$ cat config.mk
export PLATFORM = sky130hd
export DESIGN_NAME = icl_top
export DESIGN_NICKNAME = d
export VERILOG_FILES = /design/src/core/icl_pkg.sv /design/src/core/icl_in_sync.sv /design/src/core/icl_top.sv
export VERILOG_INCLUDE_DIRS = /design/src /design/src/core
export SDC_FILE = /design/constraint.sdc
export NUM_CORES = 1
export LEC_CHECK = 0
export BUFFER_PORTS_ARGS = -buffer_cell sky130_fd_sc_hd__buf_2
export CORE_MARGIN = 2
export CORE_UTILIZATION = 51
export DETAILED_ROUTE_END_ITERATION = 12
export PLACE_DENSITY_LB_ADDON = 0.12
export SLEW_MARGIN = 20
export SYNTH_ARGS = -nofsm -noshare
export SYNTH_HDL_FRONTEND = slang
export SYNTH_SLANG_ARGS = --single-unit
export TNS_END_PERCENT = 20
$ cat constraint.sdc
create_clock -name clk -period 3.7 [get_ports clk]
set_input_delay 0.37 -clock clk [delete_from_list [all_inputs] [get_ports clk]]
set_output_delay 0.37 -clock clk [all_outputs]
set_load 0.05 [all_outputs]
$ cat src/core/icl_defines.svh
`ifndef ICL_DEFINES_SVH
`define ICL_DEFINES_SVH

// register bus
`define ICL_ADDR_W 5
`define ICL_DATA_W 32
`define ICL_OFF_CTRL 5'h00
`define ICL_OFF_OPT 5'h04
`define ICL_OFF_TMR 5'h08
`define ICL_OFF_EVT 5'h0C
`define ICL_OFF_MASK 5'h10
`define ICL_OFF_CORE 5'h14
`define ICL_RESP_OKAY 2'h0
`define ICL_RESP_SLVERR 2'h2

// irq_control_reg fields
`define ICL_B_PCF 0
`define ICL_B_EXF 1
`define ICL_B_TOF 2
`define ICL_B_PCE 3
`define ICL_B_EXE 4
`define ICL_B_TOE 5
`define ICL_B_GIE 7

// option register fields
`define ICL_B_TRUN 0
`define ICL_B_EDGE 6

// event status and mask fields
`define ICL_EV_W 4
`define ICL_EV_EXT 0
`define ICL_EV_TOV 1
`define ICL_EV_PCH 2
`define ICL_EV_WAKE 3

// reset values and timer maximum
`define ICL_CTRL_RST 8'h00
`define ICL_OPT_RST 8'h41
`define ICL_TMR_RST 8'h00
`define ICL_MASK_RST 4'h0
`define ICL_TMR_MAX 8'hFF

// widths
`define ICL_PC_W 13
`define ICL_PORT_W 4

`endif

$ cat src/core/icl_pkg.sv
`include "icl_defines.svh"

package icl_pkg;

  typedef struct packed {
    logic sleep;
    logic irq_ack;
    logic retfie;
    logic [`ICL_PC_W-1:0] ret_pc;
  } icl_core_in_t;

  typedef struct packed {
    logic irq_req;
    logic wake;
    logic to_vector;
    logic push_valid;
    logic [`ICL_PC_W-1:0] push_pc;
  } icl_core_out_t;

  typedef struct packed {
    logic global_irq_enable;
    logic reserved6;
    logic timer_overflow_enable;
    logic ext_irq_enable;
    logic port_change_enable;
    logic timer_overflow_flag;
    logic ext_irq_flag;
    logic port_change_flag;
  } icl_ctrl_t;

  typedef enum logic [0:0] {
    ICL_AWAKE = 1'b0,
    ICL_ASLEEP = 1'b1
  } icl_slp_t;

endpackage

$ cat src/core/icl_in_sync.sv
`timescale 1ns/10ps

module icl_in_sync #(
  parameter int W = 5
) (
  input wire logic clk, // core clock
  input wire logic rst, // async reset, active high
  input wire logic [W-1:0] din, // asynchronous inputs
  output logic [W-1:0] level, // filtered level
  output logic valid // level is trustworthy
);
  import icl_pkg::*;

  logic [W-1:0] s1_q;
  logic [W-1:0] s2_q;
  logic [W-1:0] s3_q;
  logic [1:0] fill_q;
  logic primed_q;

  always_ff @(posedge clk or posedge rst) begin
    if (rst) begin
      s1_q <= '0;
      s2_q <= '0;
      s3_q <= '0;
    end else begin
      s1_q <= din;
      s2_q <= s1_q;
      s3_q <= s2_q;
    end
  end

  // wait until the chain holds real pin values
  always_ff @(posedge clk or posedge rst) begin
    if (rst) begin
      fill_q <= 2'h0;
      primed_q <= 1'b0;
      valid <= 1'b0;
    end else begin
      if (fill_q != 2'h3) begin
        fill_q <= fill_q + 2'h1;
      end
      primed_q <= (fill_q == 2'h3);
      valid <= primed_q;
    end
  end

  // per bit: a change counts once stages two and three agree
  always_ff @(posedge clk or posedge rst) begin
    if (rst) begin
      level <= '0;
    end else begin
      for (int i = 0; i < W; i++) begin
        if (s2_q[i] == s3_q[i] && fill_q == 2'h3) begin
          level[i] <= s3_q[i];
        end
      end
    end
  end

endmodule

$ cat src/core/icl_top.sv
// Our own choices: the AXI4-Lite interface to the registers and the register offsets.
`timescale 1ns/10ps
`include "icl_defines.svh"

// Operation
// - external pin is edge sensitive; edge select one means rising, zero falling.
// - each selected edge on the external pin sets the external flag.
// - external interrupt requests service only while its enable is set.
// - external edge wakes the core if its enable was set before sleep.
// - after wake, branch to the vector only when the global enable is set.
// - timer rollover from its maximum to zero sets the timer overflow flag.
// - timer overflow interrupt is gated by its own enable bit.
// - any level change on the four upper port pins sets the change flag.
// - port change interrupt is gated by its own enable bit.
// - interrupt entry pushes only the return program counter.
module icl_top #(
  parameter int ADDR_W = `ICL_ADDR_W,
  parameter int PORT_W = `ICL_PORT_W
) (
  input wire logic clk, // core clock, 125 MHz
  input wire logic rst, // async reset, active high
  input wire logic [ADDR_W-1:0] s_axi_awaddr, // write address
  input wire logic s_axi_awvalid, // write address valid
  output logic s_axi_awready, // write address ready
  input wire logic [`ICL_DATA_W-1:0] s_axi_wdata, // write data
  input wire logic [3:0] s_axi_wstrb, // write byte strobes
  input wire logic s_axi_wvalid, // write data valid
  output logic s_axi_wready, // write data ready
  output logic [1:0] s_axi_bresp, // write response
  output logic s_axi_bvalid, // write response valid
  input wire logic s_axi_bready, // write response ready
  input wire logic [ADDR_W-1:0] s_axi_araddr, // read address
  input wire logic s_axi_arvalid, // read address valid
  output logic s_axi_arready, // read address ready
  output logic [`ICL_DATA_W-1:0] s_axi_rdata, // read data
  output logic [1:0] s_axi_rresp, // read response
  output logic s_axi_rvalid, // read data valid
  input wire logic s_axi_rready, // read data ready
  input wire logic ext_irq_pin, // external interrupt pin
  input wire logic [PORT_W-1:0] upper_port_pins, // port bits 7..4
  input wire icl_pkg::icl_core_in_t core_in, // from processor core
  output icl_pkg::icl_core_out_t core_out, // to processor core
  output logic irq // event interrupt, level
);
  import icl_pkg::*;

  localparam int SYNC_W = PORT_W + 1;

  // register index decode, shared by read and write paths
  function automatic logic [2:0] reg_index(input logic [ADDR_W-1:0] a);
    logic [2:0] idx;
    idx = 3'h7;
    case (a)
      `ICL_OFF_CTRL: idx = 3'h0;
      `ICL_OFF_OPT: idx = 3'h1;
      `ICL_OFF_TMR: idx = 3'h2;
      `ICL_OFF_EVT: idx = 3'h3;
      `ICL_OFF_MASK: idx = 3'h4;
      `ICL_OFF_CORE: idx = 3'h5;
      default: idx = 3'h7;
    endcase
    return idx;
  endfunction

  // register state
  icl_ctrl_t ctrl_q;
  icl_ctrl_t ctrl_d;
  logic edge_sel_q;
  logic timer_run_q;
  logic [7:0] tmr_q;
  logic [7:0] tmr_d;
  logic [`ICL_EV_W-1:0] evt_q;
  logic [`ICL_EV_W-1:0] evt_d;
  logic [`ICL_EV_W-1:0] evt_set;
  logic [`ICL_EV_W-1:0] mask_q;
  logic [`ICL_EV_W-1:0] mask_d;

  // bus state
  logic [ADDR_W-1:0] aw_addr_q;
  logic aw_full_q;
  logic aw_full_d;
  logic [7:0] w_byte_q;
  logic w_lane0_q;
  logic w_full_q;
  logic w_full_d;
  logic wr_fire;
  logic rd_fire;
  logic bvalid_d;
  logic rvalid_d;
  logic [2:0] wr_idx;
  logic wr_ok;

  // pin and event state
  logic [SYNC_W-1:0] lvl;
  logic lvl_valid;
  logic [SYNC_W-1:0] prev_q;
  logic ext_rise;
  logic ext_fall;
  logic ext_edge;
  logic port_chg;
  logic tmr_ovf;
  icl_slp_t slp_q;
  logic armed_q;
  logic wake_now;

  icl_in_sync #(
    .W(SYNC_W)
  ) u_sync (
    .clk(clk),
    .rst(rst),
    .din({upper_port_pins, ext_irq_pin}),
    .level(lvl),
    .valid(lvl_valid)
  );

  // ---------------- pin edge and change detection
  always_ff @(posedge clk or posedge rst) begin
    if (rst) begin
      prev_q <= '0;
    end else begin
      prev_q <= lvl;
    end
  end

  // one flag set per filtered change
  assign ext_rise = lvl_valid & lvl[0] & ~prev_q[0];
  assign ext_fall = lvl_valid & ~lvl[0] & prev_q[0];
  assign ext_edge = edge_sel_q ? ext_rise : ext_fall;
  // any change on upper port pins
  assign port_chg = lvl_valid & (|(lvl[SYNC_W-1:1] ^ prev_q[SYNC_W-1:1]));

  // ---------------- write channel
  assign wr_fire = aw_full_q & w_full_q & ~s_axi_bvalid;
  assign wr_idx = reg_index(aw_addr_q);
  assign wr_ok = wr_fire & w_lane0_q;
  assign aw_full_d = (aw_full_q & ~wr_fire) | (s_axi_awvalid & s_axi_awready);
  assign w_full_d = (w_full_q & ~wr_fire) | (s_axi_wvalid & s_axi_wready);
  assign bvalid_d = wr_fire | (s_axi_bvalid & ~s_axi_bready);

  always_ff @(posedge clk or posedge rst) begin
    if (rst) begin
      aw_full_q <= 1'b0;
      aw_addr_q <= '0;
      w_full_q <= 1'b0;
      w_byte_q <= 8'h00;
      w_lane0_q <= 1'b0;
      s_axi_awready <= 1'b0;
      s_axi_wready <= 1'b0;
      s_axi_bvalid <= 1'b0;
      s_axi_bresp <= `ICL_RESP_OKAY;
    end else begin
      aw_full_q <= aw_full_d;
      w_full_q <= w_full_d;
      if (s_axi_awvalid & s_axi_awready) begin
        aw_addr_q <= s_axi_awaddr;
      end
      if (s_axi_wvalid & s_axi_wready) begin
        w_byte_q <= s_axi_wdata[7:0];
        w_lane0_q <= s_axi_wstrb[0];
      end
      s_axi_awready <= ~aw_full_d & ~bvalid_d;
      s_axi_wready <= ~w_full_d & ~bvalid_d;
      s_axi_bvalid <= bvalid_d;
      if (wr_fire) begin
        s_axi_bresp <= (wr_idx == 3'h7) ? `ICL_RESP_SLVERR : `ICL_RESP_OKAY;
      end
    end
  end

  // ---------------- read channel
  assign rd_fire = s_axi_arvalid & s_axi_arready;
  assign rvalid_d = rd_fire | (s_axi_rvalid & ~s_axi_rready);

  always_ff @(posedge clk or posedge rst) begin
    if (rst) begin
      s_axi_arready <= 1'b0;
      s_axi_rvalid <= 1'b0;
      s_axi_rdata <= '0;
      s_axi_rresp <= `ICL_RESP_OKAY;
    end else begin
      s_axi_arready <= ~rvalid_d;
      s_axi_rvalid <= rvalid_d;
      if (rd_fire) begin
        s_axi_rresp <= `ICL_RESP_OKAY;
        s_axi_rdata <= '0;
        case (reg_index(s_axi_araddr))
          3'h0: s_axi_rdata[7:0] <= {ctrl_q[7], 1'b0, ctrl_q[5:0]};
          3'h1: begin
            s_axi_rdata[`ICL_B_EDGE] <= edge_sel_q;
            s_axi_rdata[`ICL_B_TRUN] <= timer_run_q;
          end
          3'h2: s_axi_rdata[7:0] <= tmr_q;
          3'h3: s_axi_rdata[`ICL_EV_W-1:0] <= evt_q;
          3'h4: s_axi_rdata[`ICL_EV_W-1:0] <= mask_q;
          3'h5: s_axi_rdata[1:0] <= {armed_q, slp_q == ICL_ASLEEP};
          default: s_axi_rresp <= `ICL_RESP_SLVERR;
        endcase
      end
    end
  end

  // ---------------- option register
  always_ff @(posedge clk or posedge rst) begin
    if (rst) begin
      edge_sel_q <= 1'(`ICL_OPT_RST >> `ICL_B_EDGE);
      timer_run_q <= 1'(`ICL_OPT_RST >> `ICL_B_TRUN);
    end else if (wr_ok && wr_idx == 3'h1) begin
      edge_sel_q <= w_byte_q[`ICL_B_EDGE];
      timer_run_q <= w_byte_q[`ICL_B_TRUN];
    end
  end

  // ---------------- eight bit timer
  // overflow only on an increment from the maximum
  assign tmr_ovf = timer_run_q & (tmr_q == `ICL_TMR_MAX) &
    ~(wr_ok && wr_idx == 3'h2);

  always_comb begin
    tmr_d = tmr_q;
    if (wr_ok && wr_idx == 3'h2) begin
      tmr_d = w_byte_q;
    end else if (timer_run_q) begin
      tmr_d = tmr_q + 8'h01;
    end
  end

  always_ff @(posedge clk or posedge rst) begin
    if (rst) begin
      tmr_q <= `ICL_TMR_RST;
    end else begin
      tmr_q <= tmr_d;
    end
  end

  // ---------------- interrupt control register
  always_comb begin
    ctrl_d = ctrl_q;
    if (wr_ok && wr_idx == 3'h0) begin
      ctrl_d = icl_ctrl_t'(w_byte_q);
      ctrl_d.reserved6 = 1'b0;
    end
    // flags fall only by software write
    // external edge sets its flag, set wins
    if (ext_edge) begin
      ctrl_d.ext_irq_flag = 1'b1;
    end
    if (tmr_ovf) begin
      ctrl_d.timer_overflow_flag = 1'b1;
    end
    if (port_chg) begin
      ctrl_d.port_change_flag = 1'b1;
    end
    if (core_in.retfie) begin
      ctrl_d.global_irq_enable = 1'b1;
    end
    if (core_in.irq_ack) begin
      ctrl_d.global_irq_enable = 1'b0;
    end
  end

  always_ff @(posedge clk or posedge rst) begin
    if (rst) begin
      ctrl_q <= icl_ctrl_t'(`ICL_CTRL_RST);
    end else begin
      ctrl_q <= ctrl_d;
    end
  end

  // ---------------- core request and context push
  always_ff @(posedge clk or posedge rst) begin
    if (rst) begin
      core_out.irq_req <= 1'b0;
      core_out.push_valid <= 1'b0;
      core_out.push_pc <= '0;
    end else begin
      // global enable and any enabled pending source
      // external source gated by its enable
      // timer source gated by its enable
      // port source gated by its enable
      core_out.irq_req <= ctrl_d.global_irq_enable &
        ((ctrl_d.ext_irq_flag & ctrl_d.ext_irq_enable) |
         (ctrl_d.timer_overflow_flag & ctrl_d.timer_overflow_enable) |
         (ctrl_d.port_change_flag & ctrl_d.port_change_enable));
      // only the return address goes to the stack
      core_out.push_valid <= core_in.irq_ack;
      if (core_in.irq_ack) begin
        core_out.push_pc <= core_in.ret_pc;
      end
    end
  end

  // ---------------- sleep and wake
  assign wake_now = (slp_q == ICL_ASLEEP) & armed_q & ext_edge;

  always_ff @(posedge clk or posedge rst) begin
    if (rst) begin
      slp_q <= ICL_AWAKE;
      armed_q <= 1'b0;
      core_out.wake <= 1'b0;
      core_out.to_vector <= 1'b0;
    end else begin
      core_out.wake <= 1'b0;
      case (slp_q)
        ICL_AWAKE: begin
          if (core_in.sleep) begin
            armed_q <= ctrl_q.ext_irq_enable;
            slp_q <= ICL_ASLEEP;
          end
        end
        ICL_ASLEEP: begin
          if (wake_now) begin
            core_out.wake <= 1'b1;
            core_out.to_vector <= ctrl_q.global_irq_enable;
            slp_q <= ICL_AWAKE;
          end else if (!core_in.sleep) begin
            slp_q <= ICL_AWAKE;
          end
        end
        default: slp_q <= ICL_AWAKE;
      endcase
    end
  end

  // ---------------- event status, mask, interrupt line
  always_comb begin
    evt_set = '0;
    evt_set[`ICL_EV_EXT] = ext_edge;
    evt_set[`ICL_EV_TOV] = tmr_ovf;
    evt_set[`ICL_EV_PCH] = port_chg;
    evt_set[`ICL_EV_WAKE] = wake_now;
    evt_d = evt_q;
    if (wr_ok && wr_idx == 3'h3) begin
      evt_d = evt_q & ~w_byte_q[`ICL_EV_W-1:0];
    end
    evt_d = evt_d | evt_set;
    mask_d = mask_q;
    if (wr_ok && wr_idx == 3'h4) begin
      mask_d = w_byte_q[`ICL_EV_W-1:0];
    end
  end

  always_ff @(posedge clk or posedge rst) begin
    if (rst) begin
      evt_q <= '0;
      mask_q <= `ICL_MASK_RST;
      irq <= 1'b0;
    end else begin
      evt_q <= evt_d;
      mask_q <= mask_d;
      irq <= |(evt_d & mask_d);
    end
  end

endmodule

# Word-level counts from Yosys, hierarchy flattened
# Cells that the tools add are included.
[op_classes]
reduce_logical = 20
muxes = 27
n_eq_ne = 28
n_addsub = 2
bitwise_logic = 48
[op_table]
columns = ["operator", "n"]
rows = [
  ["3-bit one-hot mux with 6 select lines", 2],
  ["1-bit bitwise AND", 25],
  ["8-bit 2-to-1 mux", 3],
  ["5-bit by 4-bit equality test with 1-bit output, second input constant", 4],
  ["5-bit equality test, second input constant", 4],
  ["3-bit by 2-bit equality test with 1-bit output, second input constant", 4],
  ["3-bit equality test, second input constant", 4],
  ["1-bit inverter", 12],
  ["5-bit by 3-bit equality test with 1-bit output, second input constant", 2],
  ["1-bit logical AND", 10],
  ["5-bit logical NOT", 2],
  ["8-bit by 1-bit adder with 8-bit output, second input constant", 1],
  ["4-bit bitwise AND", 2],
  ["8-bit equality test, second input constant", 1],
  ["1-bit 2-to-1 mux", 8],
  ["2-bit 2-to-1 mux", 4],
  ["4-bit 2-to-1 mux", 2],
  ["2-bit one-hot mux with 4 select lines", 1],
  ["4-bit OR reduction", 2],
  ["3-bit by 1-bit equality test with 1-bit output, second input constant", 2],
  ["3-bit logical NOT", 2],
  ["1-bit OR", 6],
  ["1-bit one-hot mux with 2 select lines", 3],
  ["1-bit one-hot mux with 6 select lines", 1],
  ["13 further kinds", 18],
]
[totals]
ff_bits = 107
elab_cells = 170
output_inout_bits = 59
inputBits = 74

# Logic depth before layout (Yosys ltp)
# Gate-level depths: netlist (run 1).
[logic_depth]
depth_word = 11
ltp_mapped = 8
ltp_nobuf = 8

# Modules after synthesis
# Synthesis (run 1) repeated with hierarchy kept, for this count alone.
[hier_totals]
hier_cells = 382
hier_area_um2 = 4600.7
[by_module_without_submodules]
columns = ["mod", "cells_each", "seq_area_each_um2", "instances", "area_per_inst_um2"]
rows = [
  ["icl_top", 337, 2029.4, 1, 3827.4],
  ["icl_in_sync", 45, 600.6, 1, 773.2],
]

# Worst setup path before layout (run 1)
# Ideal clock, no wire load.
[synth_timing]
path_kind = "register to register"
start = "register s_axi_bvalid"
end = "register irq"
path_buffers = 1
stages_incl_launch_ff = 7
setup_slack_ns = 1.675
t_arrival_ns = 1.884
period_less_slack_ns = 2.025
setup_ns = 0.142
required_ns = 3.558
path_cell_list = "dfrtp_1 -> and3b_2 -> buf_6 -> nand4_1 -> mux2_2 -> a22oi_1 -> o221ai_1"
[synth_via]
elab_cells_between_ends = 13
cone_classes = "mux: 2; bitwise: 7; reduce/logical: 4"
[synth_rtl]
columns = ["item", "line", "source"]
rows = [
  ["from (decl)", "icl_top.sv:30", "output logic s_axi_bvalid,"],
  ["from (signal assigned)", "icl_top.sv:163", "s_axi_bvalid <= bvalid_d;"],
  ["1-bit inverter", "icl_top.sv:133", "assign wr_fire = aw_full_q & w_full_q & ~s_axi_bvalid;"],
  ["1-bit bitwise AND", "icl_top.sv:133", ""],
  ["1-bit bitwise AND", "icl_top.sv:135", "assign wr_ok = wr_fire & w_lane0_q;"],
  ["1-bit logical AND", "icl_top.sv:337", "if (wr_ok && wr_idx == 3'h4) begin"],
  ["4-bit 2-to-1 mux", "icl_top.sv:337", ""],
  ["net mask_d[0]", "icl_top.sv:76", "logic [`ICL_EV_W-1:0] mask_d;"],
  ["4-bit bitwise AND", "icl_top.sv:350", "irq <= |(evt_d & mask_d);"],
  ["4-bit OR reduction", "icl_top.sv:350", ""],
  ["to (signal assigned)", "icl_top.sv:350", ""],
  ["to (decl)", "icl_top.sv:43", "output logic irq"],
]
# The timed path passes the listed nets, and every way through them passes these cells.
# A chain may end at the register's enable or synchronous reset.

# Final worst setup path (run 1)
[layout_timing]
start = "register aw_addr_q[4]"
end = "register irq"
[layout_via]
elab_chain_cells = 9
elab_cells_between_ends = 20
cone_classes = "eq/ne: 8; mux: 3; bitwise: 4; reduce/logical: 5"
[layout_rtl]
columns = ["item", "line", "source"]
rows = [
  ["from (decl)", "icl_top.sv:79", "logic [ADDR_W-1:0] aw_addr_q;"],
  ["from (signal assigned)", "icl_top.sv:155", "aw_addr_q <= s_axi_awaddr;"],
  ["5-bit equality test (tied with other cells)", "icl_top.sv:53", "case (a)"],
  ["3-bit one-hot mux with 6 select lines *", "icl_top.sv:53", ""],
  ["3-bit by 2-bit equality test with 1-bit output", "icl_top.sv:216", "~(wr_ok && wr_idx == 3'h2);"],
  ["1-bit logical AND", "icl_top.sv:216", ""],
  ["1-bit inverter", "icl_top.sv:216", ""],
  ["1-bit bitwise AND", "icl_top.sv:215", "assign tmr_ovf = timer_run_q & (tmr_q == `ICL_TMR_MAX) &"],
  ["4-bit OR", "icl_top.sv:335", "evt_d = evt_d | evt_set;"],
  ["4-bit bitwise AND *", "icl_top.sv:350", ""],
  ["4-bit OR reduction *", "icl_top.sv:350", ""],
]
# Mark *: on every way between the ends. The rest lies on a longest branch, timed or not.

==> run_results.csv, run 1 <==
group,metric,value,unit
synth,syn_inst,371,
global_route,grt_usage,0.181,
synth,synth_most_common_cell,"dfrtp_1",
clocking,cts.sinks,105,
clocking,cts_hold_buf,0,
global_route,grt_pass1_wl,13800,µm
global_route,grt_antenna_before_repair,0,
critical_path,crit_path_end_kind,"register",
route,drtIter0Drc,145,
global_route,grt_max_degree,53,
synth,synth_top_cell_area_share,0.572,
synth,avgSynthCellArea,12.2,µm²
place,place.gp.congestion,0.824,
critical_path,cp_num_buf_inv,0,
clocking,worstSkewPairLatency,360,ps
route,drtAntennaViolNets,0,
min_path,hp-class,"input pin to asynchronous set/reset pin",
pwr,p_leak,2.47,nW
clocking,cts.htree.levels,3,
route,drc,0,
clocking,post-cts-setup-buffer-count,0,
timing,maxSlewViolCount,0,
timing,rsz0062_at_grt,"false",
pwr,power,3.21,mW
critical_path,crit_required,3920,ps
clocking,cts_resized,0,
synth,synth_commonest_cells,"dfrtp_1, mux2_2, buf_4, nor2_1, a21oi_1",
synth,synth_ff_type,"dfrtp_1",
floorplan,core_area,8640,µm²
synth,synth.distinct_cells,53,
critical_path,cp_max_fo,17,
route,drtPass1Iterations,4,
timing,hold-worst-slack,82.5,ps
critical_path,cp_slowest_cell,"dfrtp_1",
timing,tightest_slew,613,ps
clocking,clk_path_buf_depth,2,
final_layout,drive_above_1_share,0.315,
critical_path,rrSetupSlack,1480,ps
critical_path,r2r-end,"irq",
critical_path,cp_data_arrival_time,2440,ps
final_layout,syn_to_final_growth,13.5,%
critical_path,r2r_cells,5,
critical_path,worstReg2RegStart,"aw_addr_q[4]",
route,via_count,2923,
global_route,first_global_vias,2859,
critical_path,cp_cell_sequence,"nor3b_4, nand4b_2, nand4_1, a21boi_0, o221ai_1",
timing,period_share,0.599,
run_status,status,"completed",
floorplan,die_w,98.0,µm
timing,finalHoldViolations,0,
pwr,p_per_area,627,nW/µm²
synth,async_reset_ff_frac,1.00,
timing,setup-tns-final,0,ps
floorplan,placement_rows,34,
floorplan,initial_utilization,0.522,
synth,synth.ff_latch_count,105,
floorplan,dieArea,9610,µm²
final_layout,nFillCells,746,
critical_path,cp-start-kind,"register",
final_layout,n_antenna_cell,0,
clocking,cts_tree,"done",
timing,setup_violations,0,
synth,synth_area,4510,µm²
final_layout,nets,533,
floorplan,io_pins,133,
place,io_buffers,79,
timing,max_freq,451,MHz
global_route,grt.overflow.total,0,
route,wl_per_cell,14.3,µm
critical_path,cp.depth,5,
timing,fin_crit,2220,ps
critical_path,path_delay_family,"simple AND/OR/NAND/NOR gates",
critical_path,crit_type,"register to register",
clocking,root_buffer,"clkbuf_8",
synth,netlist.top_cell.by_area,"dfrtp_1",
synth,synth_edf_count,0,
route,wl,8130,µm
synth,synth_area_leaders,"dfrtp_1, mux2_2, buf_4",
route,via_per_inst,5.15,
place,dpl.hpwl,6120,µm
timing,slew_headroom,0.591,
pwr,peakVddDrop,0.000367,V
clocking,cts.clk_slew.worst_paths,100,ps
synth,yosysWarningCount,0,
critical_path,critical-path-max-stage-delay,440,ps
floorplan,die_y,98.0,µm
job,drv_cap,0,
final_layout,regArea,2630,µm²
clocking,cts_buffers,9,
final_layout,multi_input_area,1690,µm²
synth,ys_seq_area_frac,0.583,
timing,finalClockSkew,11.6,ps
[layout by cell type, fill, tap and decap left out, drive strengths merged, types with 2 or more instances in the layout]
| cell | instances |
|---|---|
| mux2 | 36 |
| nand2b | 5 |
| nand3 | 7 |
| o31ai | 2 |
| xor2 | 4 |
| nand4 | 8 |
| a22oi | 4 |
| nor2 | 26 |
| o22ai | 2 |
| buf | 81 |
| a21oi | 24 |
| nand2 | 22 |
| dfrtp | 103 |
| a21o | 3 |
| o21ai | 12 |
| dfstp | 2 |
| nor3 | 4 |
| nor2b | 6 |
| clkbuf | 11 |
| inv | 16 |
| and2 | 2 |
| xnor2 | 8 |
| clkinvlp | 2 |
| a211oi | 3 |
| conb | 26 |
| ha | 4 |
| a21boi | 3 |
| a221oi | 3 |
| mux2i | 11 |
[worst reg2reg max path, stage by stage (launching register included)]
cell and delay (ps):
dfrtp_1 440, nor3b_4 390, nand4b_2 430, nand4_1 360, a21boi_0 280, o221ai_1 170
[registers in the layout (all words and copies together) (netlist names), 2 cells and up]
signal and count:
prev_q 5, aw_addr_q 5, core_out 17, tmr_q 8, s_axi_rdata 8, u_sync.s3_q 5
u_sync.s1_q 5, u_sync.fill_q 2, mask_q 4, u_sync.s2_q 5, ctrl_q 7, u_sync.level 5
evt_q 4, w_byte_q 8
[worst max path at each step]
stage,start,end
floorplan,rst,armed_q
global placement,aw_addr_q[4],irq
detailed placement,s_axi_araddr[3],s_axi_rdata[5]
CTS,aw_addr_q[4],irq
global route,aw_addr_q[4],irq
finish,aw_addr_q[4],irq
[stage by stage]
stage                      util  cells  instance area (µm²)  setup slack, ps
after global placement    0.570    552                 4920             1520
after floorplan               -    396                 4600              573
after CTS                 0.593    568                 5120             1470
after detailed placement  0.570    552                 4920             1470
after global routing      0.593    568                 5120             1310
final                     0.593    568                 5120             1480
[layout make-up]
class / instances / share of cell area
repair buffers: 81 / 0.0802
inverters: 15 / 0.0115
flip-flops and latches: 105 / 0.514
clock buffers: 11 / 0.0257
multi-input cells: 243 / 0.330
clock inverters: 5 / 0.0127
well taps: 108 / 0.0264
[power breakdown]
group	internal (mW)	total [mW]	switching, mW
Clock	0.319	0.696	0.377
Sequential	1.41	1.66	0.250
Combinational	0.330	0.858	0.528
Total	2.06	3.21	1.15
[cell families (layout without fill, tap and decap cells)]
logic type	after synthesis	count (layout)	share of synthesized area
muxes	47	47	0.116
other	1	26	0.000832
xor gates and xnor gates	12	12	0.0233
buffers and inverters	48	112	0.0633
AOI/OAI and AO/OA	65	65	0.0960
adders and majority gates	4	4	0.0111
and+or+nand+nor	89	89	0.106
DFF	105	105	0.583
[metal layers]
layer | wire (µm) | GRT usage
met3 | 628 | 0.0573
met4 | 108 | 0.0620
met2 | 3620 | 0.271
met5 | 0 | 0
met1 | 3770 | 0.253
No activity file was read; power rests on OpenSTA's default activity.
==> inputs of run 2 (changes only) <==
- CORE_UTILIZATION: 51 -> 47
- clock period: 3.7 -> 2 ns (I/O delays scaled with it)
==> run 2 against run 1 <==
Against the previous run: clock power up 75%; global-route usage fell by 0.076 points; critical path depth unchanged; final cell count grew 6.5%; register-to-register slack got worse by 1400 ps; first-iteration DRC count down 24%; total power rose by 86%; non-clock buffer count rose by 16; critical path type unchanged; largest cell class unchanged.
==> run_results.csv, run 2 (synthesis results as in run 1) <==
group,metric,value,unit
run_status,status,"completed",
final_layout,final_cell_mix,"dfrtp_1, buf_2, mux2_2, nor2_1, conb_1",
pwr,swShare,0.372,
global_route,grt_usage,0.180,
clocking,worstSkewPairLatency,360,ps
pwr,p_leak,2.54,nW
final_layout,regMostFlops,"core_out",
pwr,seqPwrFrac,0.516,
route,drtAntennaViolNets,0,
timing,fin_crit,1900,ps
route,via_count,2949,
global_route,first_global_vias,2955,
critical_path,crit_path_end_kind,"register",
timing,finalHoldViolations,0,
pwr,internal_power,3.74,mW
floorplan,io_pins,133,
job,drv_cap,0,
pwr,p_clk_frac,0.204,
critical_path,crit_type,"register to register",
timing,tightest_slew,557,ps
floorplan,die_y,102,µm
clocking,cts.clk_slew.worst_paths,100,ps
floorplan,placement_rows,35,
timing,period_share,0.948,
global_route,grt_max_degree,65,
pwr,p_per_area,1130,nW/µm²
final_layout,stdcell_count,605,
critical_path,cp-startpoint,"s_axi_bvalid",
global_route,grt_pass1_wl,14500,µm
floorplan,core_area,9280,µm²
clocking,cts_tree,"done",
final_layout,syn_to_final_growth,17.2,%
floorplan,die_w,102,µm
timing,setup_violations,0,
place,postPlaceCellArea,5030,µm²
clocking,cts.sinks,105,
route,drc,0,
critical_path,worstReg2RegStart,"s_axi_bvalid",
place,io_buffers,79,
critical_path,cp_num_buf_inv,0,
global_route,grt.overflow.total,0,
min_path,hp-class,"input pin to register",
critical_path,cp_cell_sequence,"and3b_2, nand4_1, mux2_2, a22oi_1, o221ai_1",
timing,finalClockSkew,12.5,ps
pwr,combPwrFrac,0.280,
final_layout,nets,549,
floorplan,initial_utilization,0.486,
final_layout,finalInstanceArea,5280,µm²
min_path,worstHoldStart,"s_axi_rready",
timing,rsz0062_at_grt,"true",
clocking,clk_path_buf_depth,2,
pwr,switchingPower,2.22,mW
global_route,grt_antenna_before_repair,0,
clocking,cts.htree.levels,3,
critical_path,cp_max_fo,9,
final_layout,largest_reg_flops,17,
timing,slew_headroom,0.625,
final_layout,n_antenna_cell,0,
timing,maxSlewViolCount,0,
timing,max_freq,527,MHz
critical_path,critical-path-max-stage-delay,430,ps
route,drtIter0Drc,110,
clocking,root_buffer,"clkbuf_8",
final_layout,drive_above_1_share,0.328,
timing,setup-tns-final,0,ps
route,via_per_inst,4.87,
route,wl,8600,µm
place,place.gp.congestion,0.797,
timing,hold-worst-slack,54.8,ps
place,dp.cells,582,
place,dpl.hpwl,6320,µm
critical_path,path_delay_family,"simple AND/OR/NAND/NOR gates",
critical_path,cp_data_arrival_time,2130,ps
clocking,cts_buffers,9,
route,wl_per_cell,14.2,µm
critical_path,crit_required,2230,ps
pwr,peakVddDrop,0.000617,V
critical_path,cp-start-kind,"register",
pwr,power,5.96,mW
floorplan,dieArea,10400,µm²
route,drtPass1Iterations,4,
final_layout,final_common_cell,"dfrtp_1",
critical_path,cp_slowest_cell,"dfrtp_1",
## run 2: final timing paths
path | endpoint | slack (ps) | cells past startpoint
max | irq | 100 | 5
min | s_axi_rvalid | 50 | 2
max reg2reg | irq | 100 | 5
min reg2reg | u_sync.valid | 360 | 0
max in group asynchronous | edge_sel_q | 930 | 4
min in group asynchronous | core_out[12] | 370 | 3
## run 2: metrics by stage
stage / setup slack (ps) / utilization
final: 104 / 0.569
after global routing: -39.4 / 0.569
after CTS: 51.6 / 0.568
after detailed placement: 82.0 / 0.542
after global placement: 104 / 0.542
after floorplan: -25.3 / -
## run 2: worst register-to-register path: cells and delay by family (launching register included)
kind | cells | cell delay (ps)
flops | 1 | 430
compound gates | 2 | 350
simple gates | 2 | 640
mux | 1 | 350
## run 2: area by class of cell
class	count	area [µm²]
clock buffers	10	128
clock inverters	6	52.6
fillers	831	4000
inverters	15	60.1
multi-input cells	243	1690
flip-flops and latches	105	2630
well taps	129	161
repair buffers	97	558
## run 2: power by group through the flow
stage                     clock [mW]  sequential, mW  combinational, mW
after global routing            1.35            3.16               1.82
after detailed placement           0            3.11               1.65
final                           1.22            3.08               1.67
after global placement             0            3.09               1.62
after floorplan                    0            3.30               1.02
after CTS                       1.26            3.07               1.67
## run 2: what timing repair did
item                       4_1_cts  5_1_grt
resized for setup                0        1
hold endpoints to repair        21        0
setup endpoints to repair        0        2
hold buffers                     6        0
buffers inserted                 0        1
## run 2: routing by layer
| layer | global-route usage | part of all wire |
|---|---|---|
| met1 | 0.258 | 0.48 |
| met4 | 0.0708 | 0.018 |
| met2 | 0.265 | 0.43 |
| met3 | 0.0458 | 0.066 |
| met5 | 0 | 0 |
==> inputs of run 3 (changes only) <==
- BUFFER_PORTS_ARGS: -buffer_cell sky130_fd_sc_hd__buf_2 -> unset
- CORE_UTILIZATION: 47 -> 38
- DONT_BUFFER_PORTS: unset -> 1
==> run 3 against run 2 <==
Against the previous run: the run now ends with design-rule violations left; critical path depth unchanged; largest cell class unchanged; clock power rose by 47%; clock skew is 5.9 ps lower; combinational power down 19%; final area up 1.7%; sequential share of layout area decreased by 0.85 points; via count fell by 3.5%; worst setup slack gained 37 ps; critical path type unchanged; worst hold slack worse by 40 ps.
==> run_results.csv, run 3 (synthesis results as in run 1) <==
group,metric,value,unit
timing,maxSlewViolCount,0,
pwr,swShare,0.342,
clocking,cts_buffers,9,
critical_path,cp_data_arrival_time,2060,ps
run_status,violations,"design-rule violations",
critical_path,cp-start-kind,"register",
final_layout,drive_above_1_share,0.190,
route,drtPass1Iterations,9,
final_layout,regArea,2630,µm²
timing,finalClockSkew,6.58,ps
place,dp.cells,522,
final_layout,finalInstanceArea,5380,µm²
clocking,cts.htree.levels,3,
floorplan,initial_utilization,0.392,
job,drv_cap,0,
timing,max_freq,538,MHz
timing,slew_headroom,0.643,
final_layout,n_antenna_cell,0,
min_path,hp-class,"input pin to register",
clocking,clk_path_buf_depth,2,
floorplan,core_area,11500,µm²
timing,fin_crit,1860,ps
pwr,p_per_area,1210,nW/µm²
floorplan,die_w,113,µm
global_route,grt_max_degree,36,
global_route,first_global_vias,2990,
global_route,grt_antenna_before_repair,0,
clocking,worstSkewPairLatency,340,ps
final_layout,largest_reg_flops,17,
pwr,peakVddDrop,0.000703,V
clocking,cts.sinks,105,
critical_path,cp_max_fo,5,
route,via_count,2847,
pwr,p_clk_frac,0.276,
floorplan,io_pins,133,
timing,tightest_slew,530,ps
floorplan,placement_rows,39,
pwr,internal_power,4.26,mW
route,wl,8970,µm
timing,period_share,0.929,
global_route,grt_usage,0.152,
floorplan,dieArea,12800,µm²
critical_path,crit_type,"register to register",
place,io_buffers,0,
route,drtIter0Drc,125,
pwr,seqPwrFrac,0.514,
pwr,switchingPower,2.22,mW
final_layout,multi_input_area,1690,µm²
run_status,status,"finished, violations left",
final_layout,nFillCells,1057,
timing,finalHoldViolations,0,
timing,setup_violations,0,
global_route,grt_pass1_wl,15100,µm
route,wl_per_cell,15.6,µm
clocking,cts.clk_slew.worst_paths,70,ps
route,via_per_inst,4.95,
final_layout,final_cell_mix,"dfrtp_1, dlygate4sd3_1, mux2_2, nor2_1, conb_1",
global_route,grt.overflow.total,0,
route,drtAntennaViolNets,0,
place,postPlaceCellArea,4700,µm²
critical_path,crit_required,2200,ps
critical_path,cp_slowest_cell,"dfrtp_1",
timing,rsz0062_at_grt,"false",
final_layout,final_common_cell,"dfrtp_1",
clocking,root_buffer,"clkbuf_16",
pwr,combPwrFrac,0.210,
place,dpl.hpwl,6350,µm
final_layout,stdcell_count,575,
pwr,p_leak,2.41,nW
final_layout,regMostFlops,"core_out",
critical_path,crit_path_end_kind,"register",
route,drc,6,
floorplan,die_y,113,µm
clocking,cts_tree,"done",
critical_path,cp_cell_sequence,"nor3_2, nand4_1, mux2_2, a22oi_1, o221ai_1",
final_layout,syn_to_final_growth,19.2,%
final_layout,nets,505,
place,place.gp.congestion,0.777,
critical_path,critical-path-max-stage-delay,440,ps
-- run 3: cell count changes in the layout (fill, tap and decap cells not counted), sizes merged --
cell | previous run | this run
inv | 16 | 15
clkinv | 2 | 1
bufinv | 0 | 1
dlygate4sd3 | 6 | 36
clkbuf | 10 | 11
buf | 91 | 17
-- run 3: area by class of cell --
class | count | area share
flip-flops and latches | 105 | 0.489
repair buffers | 53 | 0.0954
multi-input cells | 243 | 0.314
well taps | 143 | 0.0333
inverters | 15 | 0.0112
clock inverters | 5 | 0.0116
clock buffers | 11 | 0.0452
-- run 3: final timing paths --
kind	from	end	slack [ps]	cells after the start
min reg2reg	u_sync.primed_q	u_sync.valid	350	0
min	core_in[14]	core_out[2]	10	1
max in group asynchronous	rst	irq	1080	3
min in group asynchronous	rst	u_sync.s1_q[4]	320	2
max reg2reg	aw_addr_q[0]	irq	140	5
max	aw_addr_q[0]	irq	140	5
-- run 3: repair_timing --
action	in CTS	in global routing
setup endpoints to repair	0	2
hold buffers	35	1
buffers inserted	0	1
endpoints found under the hold margin	48	1
gates resized for setup	0	0
-- run 3: worst max-delay path, delay by kind of cell, from the launching register on --
kind | cells | cell delay, ps
AOI/OAI and AO/OA | 2 | 350
and+or+nand+nor | 2 | 600
DFF | 1 | 440
muxes | 1 | 340
-- run 3: routing by layer --
metal | share of wire | wire [µm] | track usage
met5 | 0 | 0 | 0
met4 | 0.029 | 258 | 0.0691
met3 | 0.069 | 617 | 0.0487
met2 | 0.43 | 3860 | 0.222
met1 | 0.47 | 4230 | 0.207
-- run 3: power by group through the flow --
stage / clock network [mW] / registers [mW] / logic (mW)
floorplan: 0 / 3.30 / 1.02
global placement: 0 / 3.38 / 1.28
detailed placement: 0 / 3.38 / 1.30
CTS: 1.84 / 3.35 / 1.36
global route: 1.94 / 3.41 / 1.50
finish: 1.79 / 3.34 / 1.36
-- run 3: per-stage QoR --
step / util / setup WS, ps / power [mW] / hold slack [ps] / TNS (ps)
after global routing: 0.467 / 44.5 / 6.86 / 0.704 / 0
after floorplan: - / -25.3 / 4.32 / 231 / -25.3
after detailed placement: 0.408 / 74.4 / 4.68 / 77.0 / 0
final: 0.467 / 141 / 6.48 / 14.6 / 0
after CTS: 0.465 / 54.6 / 6.55 / 0.378 / 0
after global placement: 0.408 / 87.3 / 4.66 / 73.8 / 0
